**src/rcs_pkg.sv**
```systemverilog
/*
 * rcs_pkg: constants for the reset-cause status block.
 * Assumes a plain register port with 32-bit data and no other users.
 */
`default_nettype none

package rcs_pkg;

    // register map (byte addresses)
    localparam logic [7:0]  ADDR_STATUS = 8'h00;  // reset_cause_status
    localparam logic [7:0]  ADDR_IRQ_ST = 8'h04;  // sticky event status, write one to clear
    localparam logic [7:0]  ADDR_IRQ_MK = 8'h08;  // interrupt mask

    // bit positions of reset_cause_status
    localparam int BIT_HIGH_VOLTAGE_RESET_FLAG  = 29;
    localparam int BIT_CMR   = 9;
    localparam int BIT_VREG  = 8;
    localparam int BIT_PIN   = 7;
    localparam int BIT_SWR   = 6;
    localparam int BIT_WDT   = 4;
    localparam int BIT_SLP   = 3;
    localparam int BIT_IDL   = 2;
    localparam int BIT_BOR   = 1;
    localparam int BIT_POR   = 0;

    // implemented bits: flags set by hardware and the writable control bit
    localparam logic [31:0] FLAG_MASK = 32'h2000_02df;
    localparam logic [31:0] CTRL_MASK = 32'h0000_0100;
    localparam logic [31:0] IMPL_MASK = FLAG_MASK | CTRL_MASK;

    // value after power-on: power-on and brown-out flags read one
    localparam logic [31:0] STATUS_RST = 32'h0000_0003;

    // event vector width: one event per flag bit position (0..29)
    localparam int EV_W = 30;

endpackage : rcs_pkg

`default_nettype wire

```
**src/rcs_top.sv**
```systemverilog
/*
 * rcs_top: reset-cause and power-state status register with event interrupt.
 * Assumes event inputs are one-cycle pulses synchronous to clock_i, taken from
 * sources that survive the device resets they report; nrst_i is power-on only.
 */
// The register addresses and the plain strobed port were left to the implementer.
`timescale 1ns/100ps
`default_nettype none

module rcs_top (
    input  wire logic        clock_i,        // system clock, 25 MHz
    input  wire logic        nrst_i,         // power-on reset, active low
    input  wire logic        en_i,           // clock enable, freezes all state
    input  wire logic        hv_reset_i,     // high-voltage-detect reset event
    input  wire logic        cfg_mm_reset_i, // configuration mismatch reset event
    input  wire logic        pin_reset_i,    // master-clear pin reset event
    input  wire logic        sw_reset_i,     // software reset event
    input  wire logic        wdt_reset_i,    // watchdog time-out event
    input  wire logic        wake_sleep_i,   // wake-up from sleep event
    input  wire logic        wake_idle_i,    // wake-up from idle event
    input  wire logic        bor_reset_i,    // brown-out reset event
    input  wire logic        por_event_i,    // power-on reset seen by monitor
    input  wire logic [7:0]  addr_i,         // register byte address
    input  wire logic [31:0] wdata_i,        // write data
    input  wire logic        wr_i,           // write strobe
    input  wire logic        rd_i,           // read strobe
    output logic      [31:0] rdata_o,        // read data, cycle after rd_i
    output logic             vreg_keep_on_o, // regulator stays on in sleep
    output logic             irq_o           // level interrupt
);

    ////////////////////////////////////////////////////////////////////////////
    // event gathering and write decode

    logic [31:0] status_r;
    logic [31:0] ev_st_r;
    logic [31:0] ev_mk_r;
    logic [31:0] hw_set;
    wire  [31:0] status_nxt;
    logic        wr_status;
    logic        wr_ist;
    logic        wr_imk;

    // decoder shared by every register write and the read mux
    function automatic logic hit(input logic [7:0] a, input logic [7:0] ref_a);
        hit = (a == ref_a);
    endfunction

    assign wr_status = wr_i & hit(addr_i, rcs_pkg::ADDR_STATUS);
    assign wr_ist    = wr_i & hit(addr_i, rcs_pkg::ADDR_IRQ_ST);
    assign wr_imk    = wr_i & hit(addr_i, rcs_pkg::ADDR_IRQ_MK);

    // hardware set vector, one bit per flag position
    always_comb begin
        hw_set = 32'h0000_0000;
        hw_set[rcs_pkg::BIT_HIGH_VOLTAGE_RESET_FLAG] = hv_reset_i;
        hw_set[rcs_pkg::BIT_CMR]  = cfg_mm_reset_i;
        hw_set[rcs_pkg::BIT_PIN]  = pin_reset_i;
        hw_set[rcs_pkg::BIT_SWR]  = sw_reset_i;
        hw_set[rcs_pkg::BIT_WDT]  = wdt_reset_i;
        hw_set[rcs_pkg::BIT_SLP]  = wake_sleep_i;
        hw_set[rcs_pkg::BIT_IDL]  = wake_idle_i;
        hw_set[rcs_pkg::BIT_BOR]  = bor_reset_i;
        hw_set[rcs_pkg::BIT_POR]  = por_event_i;
    end

    ////////////////////////////////////////////////////////////////////////////
    // reset-cause status register, one generate slice per bit

    genvar gi;
    generate
        for (gi = 0; gi < 32; gi++) begin : g_bit
            if (rcs_pkg::FLAG_MASK[gi]) begin : g_flag
                // sticky flag: set beats software clear
                assign status_nxt[gi] = hw_set[gi]
                                      | (status_r[gi] & (wdata_i[gi] | ~wr_status));
            end else if (rcs_pkg::CTRL_MASK[gi]) begin : g_ctrl
                // plain read/write control bit
                assign status_nxt[gi] = wr_status ? wdata_i[gi] : status_r[gi];
            end else begin : g_none
                // unimplemented: held at zero, writes ignored
                assign status_nxt[gi] = 1'b0;
            end
        end
    endgenerate

    // one register for all slices, so every bit has a single driver
    always_ff @(posedge clock_i or negedge nrst_i) begin
        if (!nrst_i) begin
            status_r <= rcs_pkg::STATUS_RST;
        end else if (en_i) begin
            status_r <= status_nxt;
        end
    end

    ////////////////////////////////////////////////////////////////////////////
    // interrupt status and mask

    // sticky event bits, write one to clear, new event wins
    always_ff @(posedge clock_i or negedge nrst_i) begin
        if (!nrst_i) begin
            ev_st_r <= 32'h0000_0000;
        end else if (en_i) begin
            ev_st_r <= ((ev_st_r & ~(wr_ist ? wdata_i : 32'h0000_0000)) | hw_set)
                       & rcs_pkg::FLAG_MASK;
        end
    end

    // interrupt mask, same layout as the flags
    always_ff @(posedge clock_i or negedge nrst_i) begin
        if (!nrst_i) begin
            ev_mk_r <= 32'h0000_0000;
        end else if (en_i && wr_imk) begin
            ev_mk_r <= wdata_i & rcs_pkg::FLAG_MASK;
        end
    end

    // registered interrupt level
    always_ff @(posedge clock_i or negedge nrst_i) begin
        if (!nrst_i) begin
            irq_o <= 1'b0;
        end else if (en_i) begin
            irq_o <= |(ev_st_r & ev_mk_r);
        end
    end

    ////////////////////////////////////////////////////////////////////////////
    // outputs: regulator control and read data

    // regulator mode follows the control bit
    always_ff @(posedge clock_i or negedge nrst_i) begin
        if (!nrst_i) begin
            vreg_keep_on_o <= 1'b0;
        end else if (en_i) begin
            vreg_keep_on_o <= status_r[rcs_pkg::BIT_VREG];
        end
    end

    // read data valid in the cycle after the strobe, zero after other enabled edges, held while en_i is low
    always_ff @(posedge clock_i or negedge nrst_i) begin
        if (!nrst_i) begin
            rdata_o <= 32'h0000_0000;
        end else if (en_i) begin
            if (rd_i && hit(addr_i, rcs_pkg::ADDR_STATUS)) begin
                rdata_o <= status_r & rcs_pkg::IMPL_MASK;
            end else if (rd_i && hit(addr_i, rcs_pkg::ADDR_IRQ_ST)) begin
                rdata_o <= ev_st_r;
            end else if (rd_i && hit(addr_i, rcs_pkg::ADDR_IRQ_MK)) begin
                rdata_o <= ev_mk_r;
            end else begin
                rdata_o <= 32'h0000_0000;
            end
        end
    end

    ////////////////////////////////////////////////////////////////////////////
    // assertions

    // each source sets its own flag on the next enabled edge
    hv_flag_set_a : assert property (@(posedge clock_i) disable iff (!nrst_i)
        en_i && hv_reset_i |=> status_r[rcs_pkg::BIT_HIGH_VOLTAGE_RESET_FLAG])
        else $error("high voltage flag not set");

    cfg_flag_set_a : assert property (@(posedge clock_i) disable iff (!nrst_i)
        en_i && cfg_mm_reset_i |=> status_r[rcs_pkg::BIT_CMR])
        else $error("mismatch flag not set");

    vreg_follow_a : assert property (@(posedge clock_i) disable iff (!nrst_i)
        en_i && wr_status ##1 en_i |=> vreg_keep_on_o == $past(wdata_i[rcs_pkg::BIT_VREG], 2))
        else $error("regulator control wrong");

    pin_flag_set_a : assert property (@(posedge clock_i) disable iff (!nrst_i)
        en_i && pin_reset_i |=> status_r[rcs_pkg::BIT_PIN])
        else $error("pin flag not set");

    sw_flag_set_a : assert property (@(posedge clock_i) disable iff (!nrst_i)
        en_i && sw_reset_i |=> status_r[rcs_pkg::BIT_SWR])
        else $error("software flag not set");

    wdt_flag_set_a : assert property (@(posedge clock_i) disable iff (!nrst_i)
        en_i && wdt_reset_i |=> status_r[rcs_pkg::BIT_WDT])
        else $error("watchdog flag not set");

    sleep_flag_set_a : assert property (@(posedge clock_i) disable iff (!nrst_i)
        en_i && wake_sleep_i |=> status_r[rcs_pkg::BIT_SLP])
        else $error("sleep flag not set");

    idle_flag_set_a : assert property (@(posedge clock_i) disable iff (!nrst_i)
        en_i && wake_idle_i |=> status_r[rcs_pkg::BIT_IDL])
        else $error("idle flag not set");

    bor_flag_set_a : assert property (@(posedge clock_i) disable iff (!nrst_i)
        en_i && bor_reset_i |=> status_r[rcs_pkg::BIT_BOR])
        else $error("brown-out flag not set");

    por_flag_set_a : assert property (@(posedge clock_i) disable iff (!nrst_i)
        en_i && por_event_i |=> status_r[rcs_pkg::BIT_POR])
        else $error("power-on flag not set");

    // a clear flag without its event stays clear
    hv_flag_quiet_a : assert property (@(posedge clock_i) disable iff (!nrst_i)
        !hv_reset_i && !status_r[rcs_pkg::BIT_HIGH_VOLTAGE_RESET_FLAG] |=> !status_r[rcs_pkg::BIT_HIGH_VOLTAGE_RESET_FLAG])
        else $error("high voltage flag set without event");

    cfg_flag_quiet_a : assert property (@(posedge clock_i) disable iff (!nrst_i)
        !cfg_mm_reset_i && !status_r[rcs_pkg::BIT_CMR] |=> !status_r[rcs_pkg::BIT_CMR])
        else $error("mismatch flag set without event");

    wdt_flag_quiet_a : assert property (@(posedge clock_i) disable iff (!nrst_i)
        !wdt_reset_i && !status_r[rcs_pkg::BIT_WDT] |=> !status_r[rcs_pkg::BIT_WDT])
        else $error("watchdog flag set without event");

    // power-on and brown-out flags only drop on a write
    sticky_hold_a : assert property (@(posedge clock_i) disable iff (!nrst_i)
        status_r[rcs_pkg::BIT_POR] && !wr_status |=> status_r[rcs_pkg::BIT_POR])
        else $error("power-on flag dropped without write");

    bor_sticky_a : assert property (@(posedge clock_i) disable iff (!nrst_i)
        status_r[rcs_pkg::BIT_BOR] && !wr_status |=> status_r[rcs_pkg::BIT_BOR])
        else $error("brown-out flag dropped without write");

    // control bit takes the written value and keeps it between writes
    vreg_write_a : assert property (@(posedge clock_i) disable iff (!nrst_i)
        en_i && wr_status |=> status_r[rcs_pkg::BIT_VREG] == $past(wdata_i[rcs_pkg::BIT_VREG]))
        else $error("regulator control bit not written");

    vreg_hold_a : assert property (@(posedge clock_i) disable iff (!nrst_i)
        !wr_status |=> status_r[rcs_pkg::BIT_VREG] == $past(status_r[rcs_pkg::BIT_VREG]))
        else $error("regulator control bit changed without write");

    unimpl_zero_a : assert property (@(posedge clock_i) disable iff (!nrst_i)
        rd_i && hit(addr_i, rcs_pkg::ADDR_STATUS) && en_i |=> rdata_o[31:30] == 2'b00 && !rdata_o[5])
        else $error("unimplemented bits read nonzero");

    clear_works_a : assert property (@(posedge clock_i) disable iff (!nrst_i)
        en_i && wr_status && !wdata_i[rcs_pkg::BIT_BOR] && !bor_reset_i
        |=> !status_r[rcs_pkg::BIT_BOR])
        else $error("brown-out flag not cleared");

    set_beats_clr_a : assert property (@(posedge clock_i) disable iff (!nrst_i)
        en_i && wr_status && !wdata_i[rcs_pkg::BIT_WDT] && wdt_reset_i
        |=> status_r[rcs_pkg::BIT_WDT] && ev_st_r[rcs_pkg::BIT_WDT])
        else $error("set lost against clear");

    irq_level_a : assert property (@(posedge clock_i) disable iff (!nrst_i)
        en_i |=> irq_o == |($past(ev_st_r) & $past(ev_mk_r)))
        else $error("interrupt level wrong");

    // event status: every event lands, a one written clears
    ev_set_a : assert property (@(posedge clock_i) disable iff (!nrst_i)
        en_i && (hw_set != 32'h0000_0000) |=> (ev_st_r & $past(hw_set)) == $past(hw_set))
        else $error("event status bit not set");

    ev_clear_a : assert property (@(posedge clock_i) disable iff (!nrst_i)
        en_i && wr_ist && (hw_set == 32'h0000_0000) |=> (ev_st_r & $past(wdata_i)) == 32'h0000_0000)
        else $error("event status bit not cleared");

    // clock enable low freezes state, read port answers once then idles
    en_freeze_a : assert property (@(posedge clock_i) disable iff (!nrst_i)
        !en_i |=> status_r == $past(status_r) && ev_st_r == $past(ev_st_r)
                  && rdata_o == $past(rdata_o))
        else $error("state moved with clock enable low");

    rdata_idle_a : assert property (@(posedge clock_i) disable iff (!nrst_i)
        en_i && !rd_i |=> rdata_o == 32'h0000_0000)
        else $error("read data not zero without read");

    status_read_a : assert property (@(posedge clock_i) disable iff (!nrst_i)
        en_i && rd_i && hit(addr_i, rcs_pkg::ADDR_STATUS) |=> rdata_o == ($past(status_r) & rcs_pkg::IMPL_MASK))
        else $error("status read data wrong");

    mask_read_a : assert property (@(posedge clock_i) disable iff (!nrst_i)
        en_i && rd_i && hit(addr_i, rcs_pkg::ADDR_IRQ_MK) |=> rdata_o == $past(ev_mk_r))
        else $error("mask read data wrong");

    // main scenarios the tests should reach
    wake_sleep_c : cover property (@(posedge clock_i) disable iff (!nrst_i)
        en_i && wake_sleep_i ##1 irq_o);
    clear_por_c  : cover property (@(posedge clock_i) disable iff (!nrst_i)
        status_r[rcs_pkg::BIT_POR] ##1 !status_r[rcs_pkg::BIT_POR]);
    read_back_c  : cover property (@(posedge clock_i) disable iff (!nrst_i)
        en_i && rd_i ##1 rdata_o != 32'h0000_0000);
    set_wins_c   : cover property (@(posedge clock_i) disable iff (!nrst_i)
        en_i && wr_status && wdt_reset_i ##1 status_r[rcs_pkg::BIT_WDT]);
    en_freeze_c  : cover property (@(posedge clock_i) disable iff (!nrst_i)
        !en_i && (hw_set != 32'h0000_0000));

endmodule // rcs_top

`default_nettype wire

```
**config.mk**
```make
export PLATFORM = sky130hd
export DESIGN_NAME = rcs_top
export DESIGN_NICKNAME = d
export VERILOG_FILES = /design/src/rcs_pkg.sv /design/src/rcs_top.sv
export SDC_FILE = /design/constraint.sdc
export NUM_CORES = 1
export LEC_CHECK = 0
export BUFFER_PORTS_ARGS = -buffer_cell sky130_fd_sc_hd__buf_2
export CORE_ASPECT_RATIO = 0.75
export CORE_UTILIZATION = 35
export CTS_CLUSTER_SIZE = 14
export DETAILED_ROUTE_END_ITERATION = 10
export PLACE_DENSITY = 0.59
export SLEW_MARGIN = 25
export SYNTH_ARGS = -nofsm -noshare
export SYNTH_HDL_FRONTEND = slang
export SYNTH_SLANG_ARGS = --single-unit
export TNS_END_PERCENT = 100
```
**constraint.sdc**
```tcl
create_clock -name clock_i -period 1.4 [get_ports clock_i]
set_clock_uncertainty 0.2 [all_clocks]
set_input_delay 0.14 -clock clock_i [delete_from_list [all_inputs] [get_ports clock_i]]
set_output_delay 0.14 -clock clock_i [all_outputs]
set_load 0.005 [all_outputs]
```
---- Word level (Yosys, flattened, before mapping) ----
Cells that the tools add are included.
cells by class
  bitwise gates (word level) .............. 35
  equality and inequality tests ........... 2
  reduce and logical (&&, ||, !) cells .... 7
  multiplexer cells ....................... 4
operator list
  operator              count
  $mux W30              4
  $and A30 B30 Y30      2
  $reduce_or A32 Y1     1
  $not A30 Y30          1
  $or A30 B30 Y30       1
  $or A1 B1 Y1          18
  $and A1 B1 Y1         12
  $eq A8 B3 Y1 const B  1
  $eq A8 B4 Y1 const B  1
  $logic_not A8 Y1      1
  $logic_and A1 B1 Y1   4
  $reduce_and A2 Y1     1
  $not A1 Y1            1
word-level totals
  register bits ........................... 62

---- Logic depth before layout (Yosys ltp) ----
Gate-level depths: netlist (run 1).
  depth in word-level cells ............... 6
  depth in mapped cells ................... 5

---- Worst setup path after synthesis (run 1) ----
OpenSTA, ideal clock, no wires.
  path type ............................... input to register
  from .................................... input addr_i[1]
  to ...................................... register status_r[8]
  stages on the path ...................... 4
  data required time ...................... 1075 ps
  setup slack ............................. -54 ps
  arrival time ............................ 1129 ps
  path through ............................ nor4_4 -> and3_1 -> buf_4 -> mux2_4
between the ends
  cells in the longest elaborated chain, start to end .. 3
ends and longest elaborated chain
  item                                line           text
  from (decl)                         rcs_top.sv:23  input wire logic [7:0] addr_i,
  $logic_not A8 Y1                    rcs_top.sv:46  hit = (a == ref_a);
  $and A1 B1 Y1                       rcs_top.sv:49  assign wr_status = wr_i & hit(addr_i, rcs_pkg::ADDR_STATUS);
  $reduce_and A2 Y1 (no source line)  --
  to (signal assigned)                rcs_top.sv:90  status_r <= rcs_pkg::STATUS_RST;
  to (signal assigned)                rcs_top.sv:92  status_r <= status_nxt;
  to (decl)                           rcs_top.sv:35  logic [31:0] status_r;
No other way between the ends.
A chain may end at the register's enable or synchronous reset.

---- Worst setup path in the final report (run 1) ----
  from .................................... register ev_st_r[3]
  to ...................................... register rdata_o[3]
between the ends
  cells in the longest elaborated chain, start to end .. 2
ends and longest elaborated chain
  item                    line            text
  from (decl)             rcs_top.sv:36   logic [31:0] ev_st_r;
  from (signal assigned)  rcs_top.sv:104  ev_st_r <= ((ev_st_r & ~(wr_ist ? wdata_i : 32'h0000_0000)) | hw_set)
  $mux W30                rcs_top.sv:146  end else if (rd_i && hit(addr_i, rcs_pkg::ADDR_IRQ_ST)) begin
  $mux W30                rcs_top.sv:144  if (rd_i && hit(addr_i, rcs_pkg::ADDR_STATUS)) begin
  to (signal assigned)    rcs_top.sv:145  rdata_o <= status_r & rcs_pkg::IMPL_MASK;
  to (signal assigned)    rcs_top.sv:147  rdata_o <= ev_st_r;
  to (signal assigned)    rcs_top.sv:149  rdata_o <= ev_mk_r;
  to (decl)               rcs_top.sv:27   output logic [31:0] rdata_o,
No other way between the ends.

==> impl_metrics.json, run 1 <==
{
  "antenna_cells": 0,
  "grt_pass1_wl_um": 7650,
  "seq_area_sq_um": 1000,
  "reg2reg_depth": 4,
  "io_pins": 88,
  "drv_cap": 0,
  "vias": 1649,
  "fin_nets": 316,
  "worstReg2RegStart": "ev_st_r[3]$_DFFE_PN0P_",
  "rsz0062_at_grt": "yes",
  "drtPass1Iterations": 4,
  "synth-edff-count": 0,
  "ys.flop_type": "dfrtp_1",
  "drive_gt1_share_pct": 32.7,
  "rows": 23,
  "ys_ff_latch": 40,
  "path_max_fanout": 2,
  "syn_to_final_growth_pct": 31.5,
  "die-area_sq_um": 6220,
  "synth.most_common_cell": "dfrtp_1",
  "setup_viol": 0,
  "fp.dieW_um": 90.7,
  "min_period_over_period_pct": 95.7,
  "hold_class": "in -> reg",
  "core_area_sq_um": 5530,
  "synth_area_leader_cell": "dfrtp_1",
  "grt-ovfl-total": 0,
  "grt_max_degree": 43,
  "hold_end": "rdata_o[8]$_DFFE_PN0P_",
  "wirelength_um": 4740,
  "worst-path-buf-inv": 1,
  "yosysUniqueCellTypes": 31,
  "clkSinkCount": 40,
  "crit_type": "reg -> reg",
  "holdPathStages": 4,
  "cts_root_buf": "clkbuf_8",
  "avgSynthCellArea_sq_um": 11.0,
  "antenna_found_initial": 0,
  "slowest_stage": "dfrtp_1",
  "rr_endpoint": "rdata_o[3]$_DFFE_PN0P_",
  "dp_hpwl_um": 3360,
  "synth-async-reset-ratio_pct": 100,
  "grt_use_total_pct": 16.4,
  "cp_cell_sequence": "buf_4 -> mux2i_1 -> a2bb2oi_2 -> o22ai_1",
  "drcViolationCount": 0,
  "endpoint_kind": "flop",
  "min_from": "addr_i[6]",
  "synth_warnings": 0,
  "ir_drop_v": 0.000466,
  "fin_hold_ws_ns": 0.00502,
  "rrSetupSlack_ns": 0.06,
  "required_ns": 1.36,
  "cts_made_buffers": 5,
  "place_congestion": 0.707,
  "critPathLaunchType": "flop",
  "io_buffers": 43,
  "synth_top_area_share_pct": 46.0,
  "crit_family": "flip-flops",
  "n_fill_cell": 542,
  "syn-cell-area_sq_um": 2070,
  "outcome": "finished, final reports clean",
  "grt_pass1_vias": 1523,
  "power.density_nw_per_um2": 881,
  "cts_max_path_buffers": 2,
  "cts_tree": "built",
  "clk_pin_slew_ns": 0.08,
  "hold_viol": 0,
  "final_util_pct": 49.2,
  "synth_commonest_cells": "38 x dfrtp_1, 27 x a21oi_1, 25 x buf_4",
  "postRouteAntennaNets": 0,
  "die_y_um": 68.6,
  "synthCells": 188,
  "power.leakage_nw": 1.27,
  "fin_crit_ns": 1.34,
  "fmax_ghz": 0.747,
  "multiInputGateArea_sq_um": 905,
  "drt_iter0_drc": 61,
  "h-tree-depth": 2,
  "slew_violations": 0,
  "start_util_pct": 37.4,
  "worst-endpoint-arrival_ns": 1.30,
  "wl_per_cell_um": 14.0,
  "dpl_cell_area_sq_um": 2370,
  "ys_seq_area_share_pct": 48.5,
  "post_cts_buffers": 0,
  "yosys-top-cells-area": "dfrtp_1 46%, buf_4 9.1%, a21oi_1 6.5%, mux2_2 4.9%, a22o_1 4.7%",
  "vias_per_cell": 4.88,
  "slowest_delay_ns": 0.39,
  "post-route-cell-area_sq_um": 2720,
  "insertion_delay_ns": 0.29
}
## power by group
group | internal [mW] | switching, mW | total, mW
sequential | 1.17 | 0.0100 | 1.18
clock | 0.529 | 0.384 | 0.913
combinational | 0.146 | 0.157 | 0.303
## registers in the layout, indices dropped and copies added, names as in the netlist
name,flops
rdata_o,10
status_r,10
ev_mk_r,9
ev_st_r,9
irq_o,1
vreg_keep_on_o,1
## worst max-delay path by stage
stage | depth (start not counted) | endpoint | from
2_1_floorplan | 4 | status_r[8]$_DFFE_PN0P_ | addr_i[4]
3_3_place_gp | 6 | status_r[4]$_DFFE_PN0P_ | addr_i[4]
3_5_place_dp | 5 | status_r[8]$_DFFE_PN0P_ | addr_i[4]
4_1_cts | 4 | rdata_o[0]$_DFFE_PN0P_ | ev_st_r[0]$_DFFE_PN0P_
5_1_grt | 3 | irq_o$_DFFE_PN0P_ | ev_st_r[0]$_DFFE_PN0P_
6_report | 4 | rdata_o[3]$_DFFE_PN0P_ | ev_st_r[3]$_DFFE_PN0P_
## cells by family (layout without fill, tap and decap cells)
| kind of cell | after synthesis | after routing | share of synthesized area [%] |
|---|---|---|---|
| other | 1 | 22 | 0.181 |
| AO/OA/AOI/OAI | 61 | 61 | 19.7 |
| multiplexers | 19 | 19 | 9.99 |
| AND/OR/NAND/NOR | 23 | 23 | 8.60 |
| flip-flops | 40 | 40 | 48.5 |
| buffers and inverters | 44 | 98 | 13.0 |
## metrics by stage
step                instances  setup slack, ns  setup TNS [ns]  power [mW]
detailed placement        309           -0.160           -2.68        1.45
CTS                       338           0.0135               0        2.41
global route              338         -0.00610        -0.00610        2.51
floorplan                 209          -0.0420         -0.0420        1.36
global placement          309           -0.157           -2.62        1.45
finish                    338           0.0605               0        2.39
## routing by layer
| metal | up-vias | global-route usage (%) | part of all wire [%] |
|---|---|---|---|
| li1 | 802 | - | - |
| met1 | 795 | 24.2 | 51 |
| met2 | 50 | 24.2 | 44 |
| met3 | 2 | 4.06 | 5.1 |
| met4 | 0 | 3.63 | 0.44 |
| met5 | - | 0 | 0 |
## timing repair
item,CTS,global route
hold buffers,21,0
gates cloned,0,0
endpoints found under the setup margin,1,4
endpoints found under the hold margin,69,0
resized for setup,1,4
## tightest hold or removal path: stages
cell and delay, ns:
buf_2 0.08, nor2_1 0.06, nand3_1 0.09, o41ai_1 0.08
## layout by cell type, fill, tap and decap left out, types with 2 or more instances in the layout
cell / count
buf_2: 43
dfrtp_1: 38
a21oi_1: 27
conb_1: 22
dlygate4sd3_1: 21
buf_4: 14
a22o_1: 11
inv_1: 10
mux2_2: 9
nand4_1: 9
mux2i_1: 9
o22ai_1: 9
a2bb2oi_1: 6
clkbuf_8: 5
nor2_1: 3
a2bb2oi_2: 3
nor2b_1: 2
nand2_1: 2
a221oi_2: 2
buf_12: 2
dfstp_2: 2
## cell type report
type                            instances  share of cell area [%]
Clock inverter                          2                    1.29
Timing Repair Buffer                   80                    21.0
Sequential cell                        40                    36.9
Tap cell                               75                    3.45
Clock buffer                            6                    2.67
Multi-Input combinational cell        125                    33.3
Inverter                               10                    1.38
No activity file was read; power rests on OpenSTA's default activity.
==> run 2, diff against run 1 <==
--- a/config.mk
+++ b/config.mk
@@ -10,7 +10,7 @@
 export CORE_UTILIZATION = 35
 export CTS_CLUSTER_SIZE = 14
 export DETAILED_ROUTE_END_ITERATION = 10
-export PLACE_DENSITY = 0.59
+export PLACE_DENSITY = 0.61
 export SLEW_MARGIN = 25
 export SYNTH_ARGS = -nofsm -noshare
 export SYNTH_HDL_FRONTEND = slang
==> constraint.sdc (replaced) <==
create_clock -name clock_i -period 1.1 [get_ports clock_i]
set_clock_uncertainty 0.2 [all_clocks]
set_input_delay 0.11 -clock clock_i [delete_from_list [all_inputs] [get_ports clock_i]]
set_output_delay 0.11 -clock clock_i [all_outputs]
set_load 0.005 [all_outputs]
==> run 2 against run 1 <==
The flow now finishes with violations (negative hold slack, negative setup slack). Routed wire length grew 28%. Hold slack lost 0.083 ns. Fmax is 0.61% lower. Combinational power rose by 56%. Critical path depth down 1. Power is 43% higher. First-iteration DRC count increased by 6.6%. Sequential cell count unchanged. Register-to-register slack worse by 0.31 ns. Global-route usage up 3.3 points. Largest cell class is now multi-input combinational cells.
==> impl_metrics.json, run 2 (synthesis gave the netlist of run 1 again) <==
{
  "fin_nets": 353,
  "slowest_stage": "dfrtp_1",
  "hold_class": "in -> reg",
  "fmax_ghz": 0.742,
  "antenna_found_initial": 0,
  "required_ns": 1.07,
  "grt_pass1_vias": 1778,
  "io_buffers": 43,
  "dp_hpwl_um": 3740,
  "worst_slack_ns": -0.248,
  "max_slew_margin_pct": 56.3,
  "hold_viol": 2,
  "grt-ovfl-total": 0,
  "finalPower_mw": 3.43,
  "slowest_delay_ns": 0.40,
  "tightest_slew_ns": 0.654,
  "fin_crit_ns": 1.35,
  "power_frac_seq_pct": 43.8,
  "postCtsHoldBufs": 20,
  "combPwrFrac_pct": 13.8,
  "io_pins": 88,
  "drcViolationCount": 0,
  "worst-endpoint-arrival_ns": 1.32,
  "crit_type": "reg -> reg",
  "syn_to_final_growth_pct": 57.2,
  "rsz0062_at_grt": "yes",
  "critPathLaunchType": "flop",
  "wirelength_um": 6060,
  "instances_no_fill": 375,
  "clkSinkCount": 40,
  "die_y_um": 68.6,
  "min_period_over_period_pct": 123,
  "die-area_sq_um": 6220,
  "outcome": "complete, but fails checks",
  "ir_drop_v": 0.000471,
  "cts_tree": "built",
  "wl_met3_um": 209,
  "final_cell_mix": "40 x buf_2, 38 x dfrtp_1, 37 x buf_4",
  "drv_cap": 0,
  "place_inst": 327,
  "cp_cell_sequence": "a22o_1 -> a221oi_2 -> a41oi_1",
  "h-tree-depth": 2,
  "wl_per_cell_um": 16.2,
  "vias_per_cell": 4.86,
  "switchingPower_mw": 0.801,
  "wl_met2_um": 2810,
  "setup_viol": 34,
  "finalSetupTns_ns": -1.77,
  "final_common_cell": "buf_2",
  "fin_hold_ws_ns": -0.0784,
  "drt_iter0_drc": 65,
  "grt_use_total_pct": 19.7,
  "path_max_fanout": 2,
  "cts_root_buf": "clkbuf_8",
  "place_congestion": 0.760,
  "top_layer": "met4",
  "power.density_nw_per_um2": 1060,
  "cts_max_path_buffers": 2,
  "antenna_cells": 0,
  "p_sw_share_pct": 23.4,
  "start_util_pct": 37.4,
  "insertion_delay_ns": 0.31,
  "power.leakage_nw": 1.52,
  "slew_violations": 0,
  "met1_length_um": 2990,
  "vias": 1823,
  "pre_cts_slack_ns": -0.431,
  "grt_pass1_wl_um": 9150,
  "postRouteAntennaNets": 0,
  "internal-power_mw": 2.63,
  "grt_max_degree": 25,
  "drive_gt1_share_pct": 46.3,
  "core_area_sq_um": 5530,
  "clk_pin_slew_ns": 0.08,
  "cts_made_buffers": 5,
  "fp.dieW_um": 90.7,
  "drtPass1Iterations": 4,
  "power_frac_clock_pct": 42.4,
  "rows": 23,
  "reg.largest.list": "rdata_o x10, status_r x10",
  "endpoint_kind": "flop",
  "violations": "negative hold slack, negative setup slack"
}
## run 2: cell types whose count changed in the layout (fill, tap and decap cells not counted), moves of 3 or more
| cell | change |
|---|---|
| a21oi_1 | -5 |
| a21oi_2 | +5 |
| buf_2 | -3 |
| buf_4 | +23 |
| buf_6 | +13 |
| mux2_2 | -9 |
| mux2_4 | +9 |
| mux2i_1 | -3 |
## run 2: worst max-delay path: cells and delay by family (launching register included)
family / cells / cell delay (ns)
DFF: 1 / 0.40
AOI/OAI and AO/OA: 3 / 0.62
## run 2: cell type report
| cell class | count | area (sq um) |
|---|---|---|
| fillers | 494 | 2280 |
| multi-input cells | 127 | 1050 |
| flip-flops and latches | 40 | 1000 |
| repair buffers | 115 | 930 |
| well taps | 75 | 93.8 |
| clock buffers | 6 | 72.6 |
| clock inverters | 2 | 60.1 |
| inverters | 10 | 37.5 |
## run 2: layer usage
| layer | GRT usage (%) | vias to the layer above |
|---|---|---|
| li1 | - | 881 |
| met1 | 25.8 | 898 |
| met2 | 30.8 | 40 |
| met3 | 6.58 | 4 |
| met4 | 7.46 | 0 |
| met5 | 0 | - |
## run 2: through the flow
stage	utilization, %	cell area, sq um
floorplan	-	2200
global placement	45.9	2540
global route	58.8	3250
CTS	55.1	3050
detailed placement	45.9	2540
finish	58.8	3250
## run 2: final timing paths
kind                                         start                       to  slack [ns]  cells past startpoint
setup reg to reg            ev_st_r[3]$_DFFE_PN0P_        irq_o$_DFFE_PN0P_       -0.25                      3
min in group asynchronous                   nrst_i  status_r[7]$_DFFE_PN0P_           0                      2
setup / recovery            ev_st_r[3]$_DFFE_PN0P_        irq_o$_DFFE_PN0P_       -0.25                      3
hold / removal                                rd_i   rdata_o[8]$_DFFE_PN0P_       -0.08                      3
max in group asynchronous                   nrst_i  status_r[0]$_DFFE_PN1P_        0.21                      3
hold reg to reg            status_r[8]$_DFFE_PN0P_  status_r[8]$_DFFE_PN0P_        0.31                      1
## run 2: power groups by stage
stage                     Combinational [mW]  Sequential (mW)  Clock (mW)
after floorplan                        0.211             1.53           0
after global placement                 0.348             1.53           0
after detailed placement               0.353             1.53           0
after CTS                              0.445             1.50        1.47
after global routing                   0.514             1.50        1.57
final                                  0.474             1.50        1.45
## run 2: repair_timing
action,in CTS,in global routing
setup endpoints to repair,51,44
buffers inserted,10,8
cloned,2,2
hold endpoints to repair,69,1
pin swaps,14,8
gates resized for setup,18,22
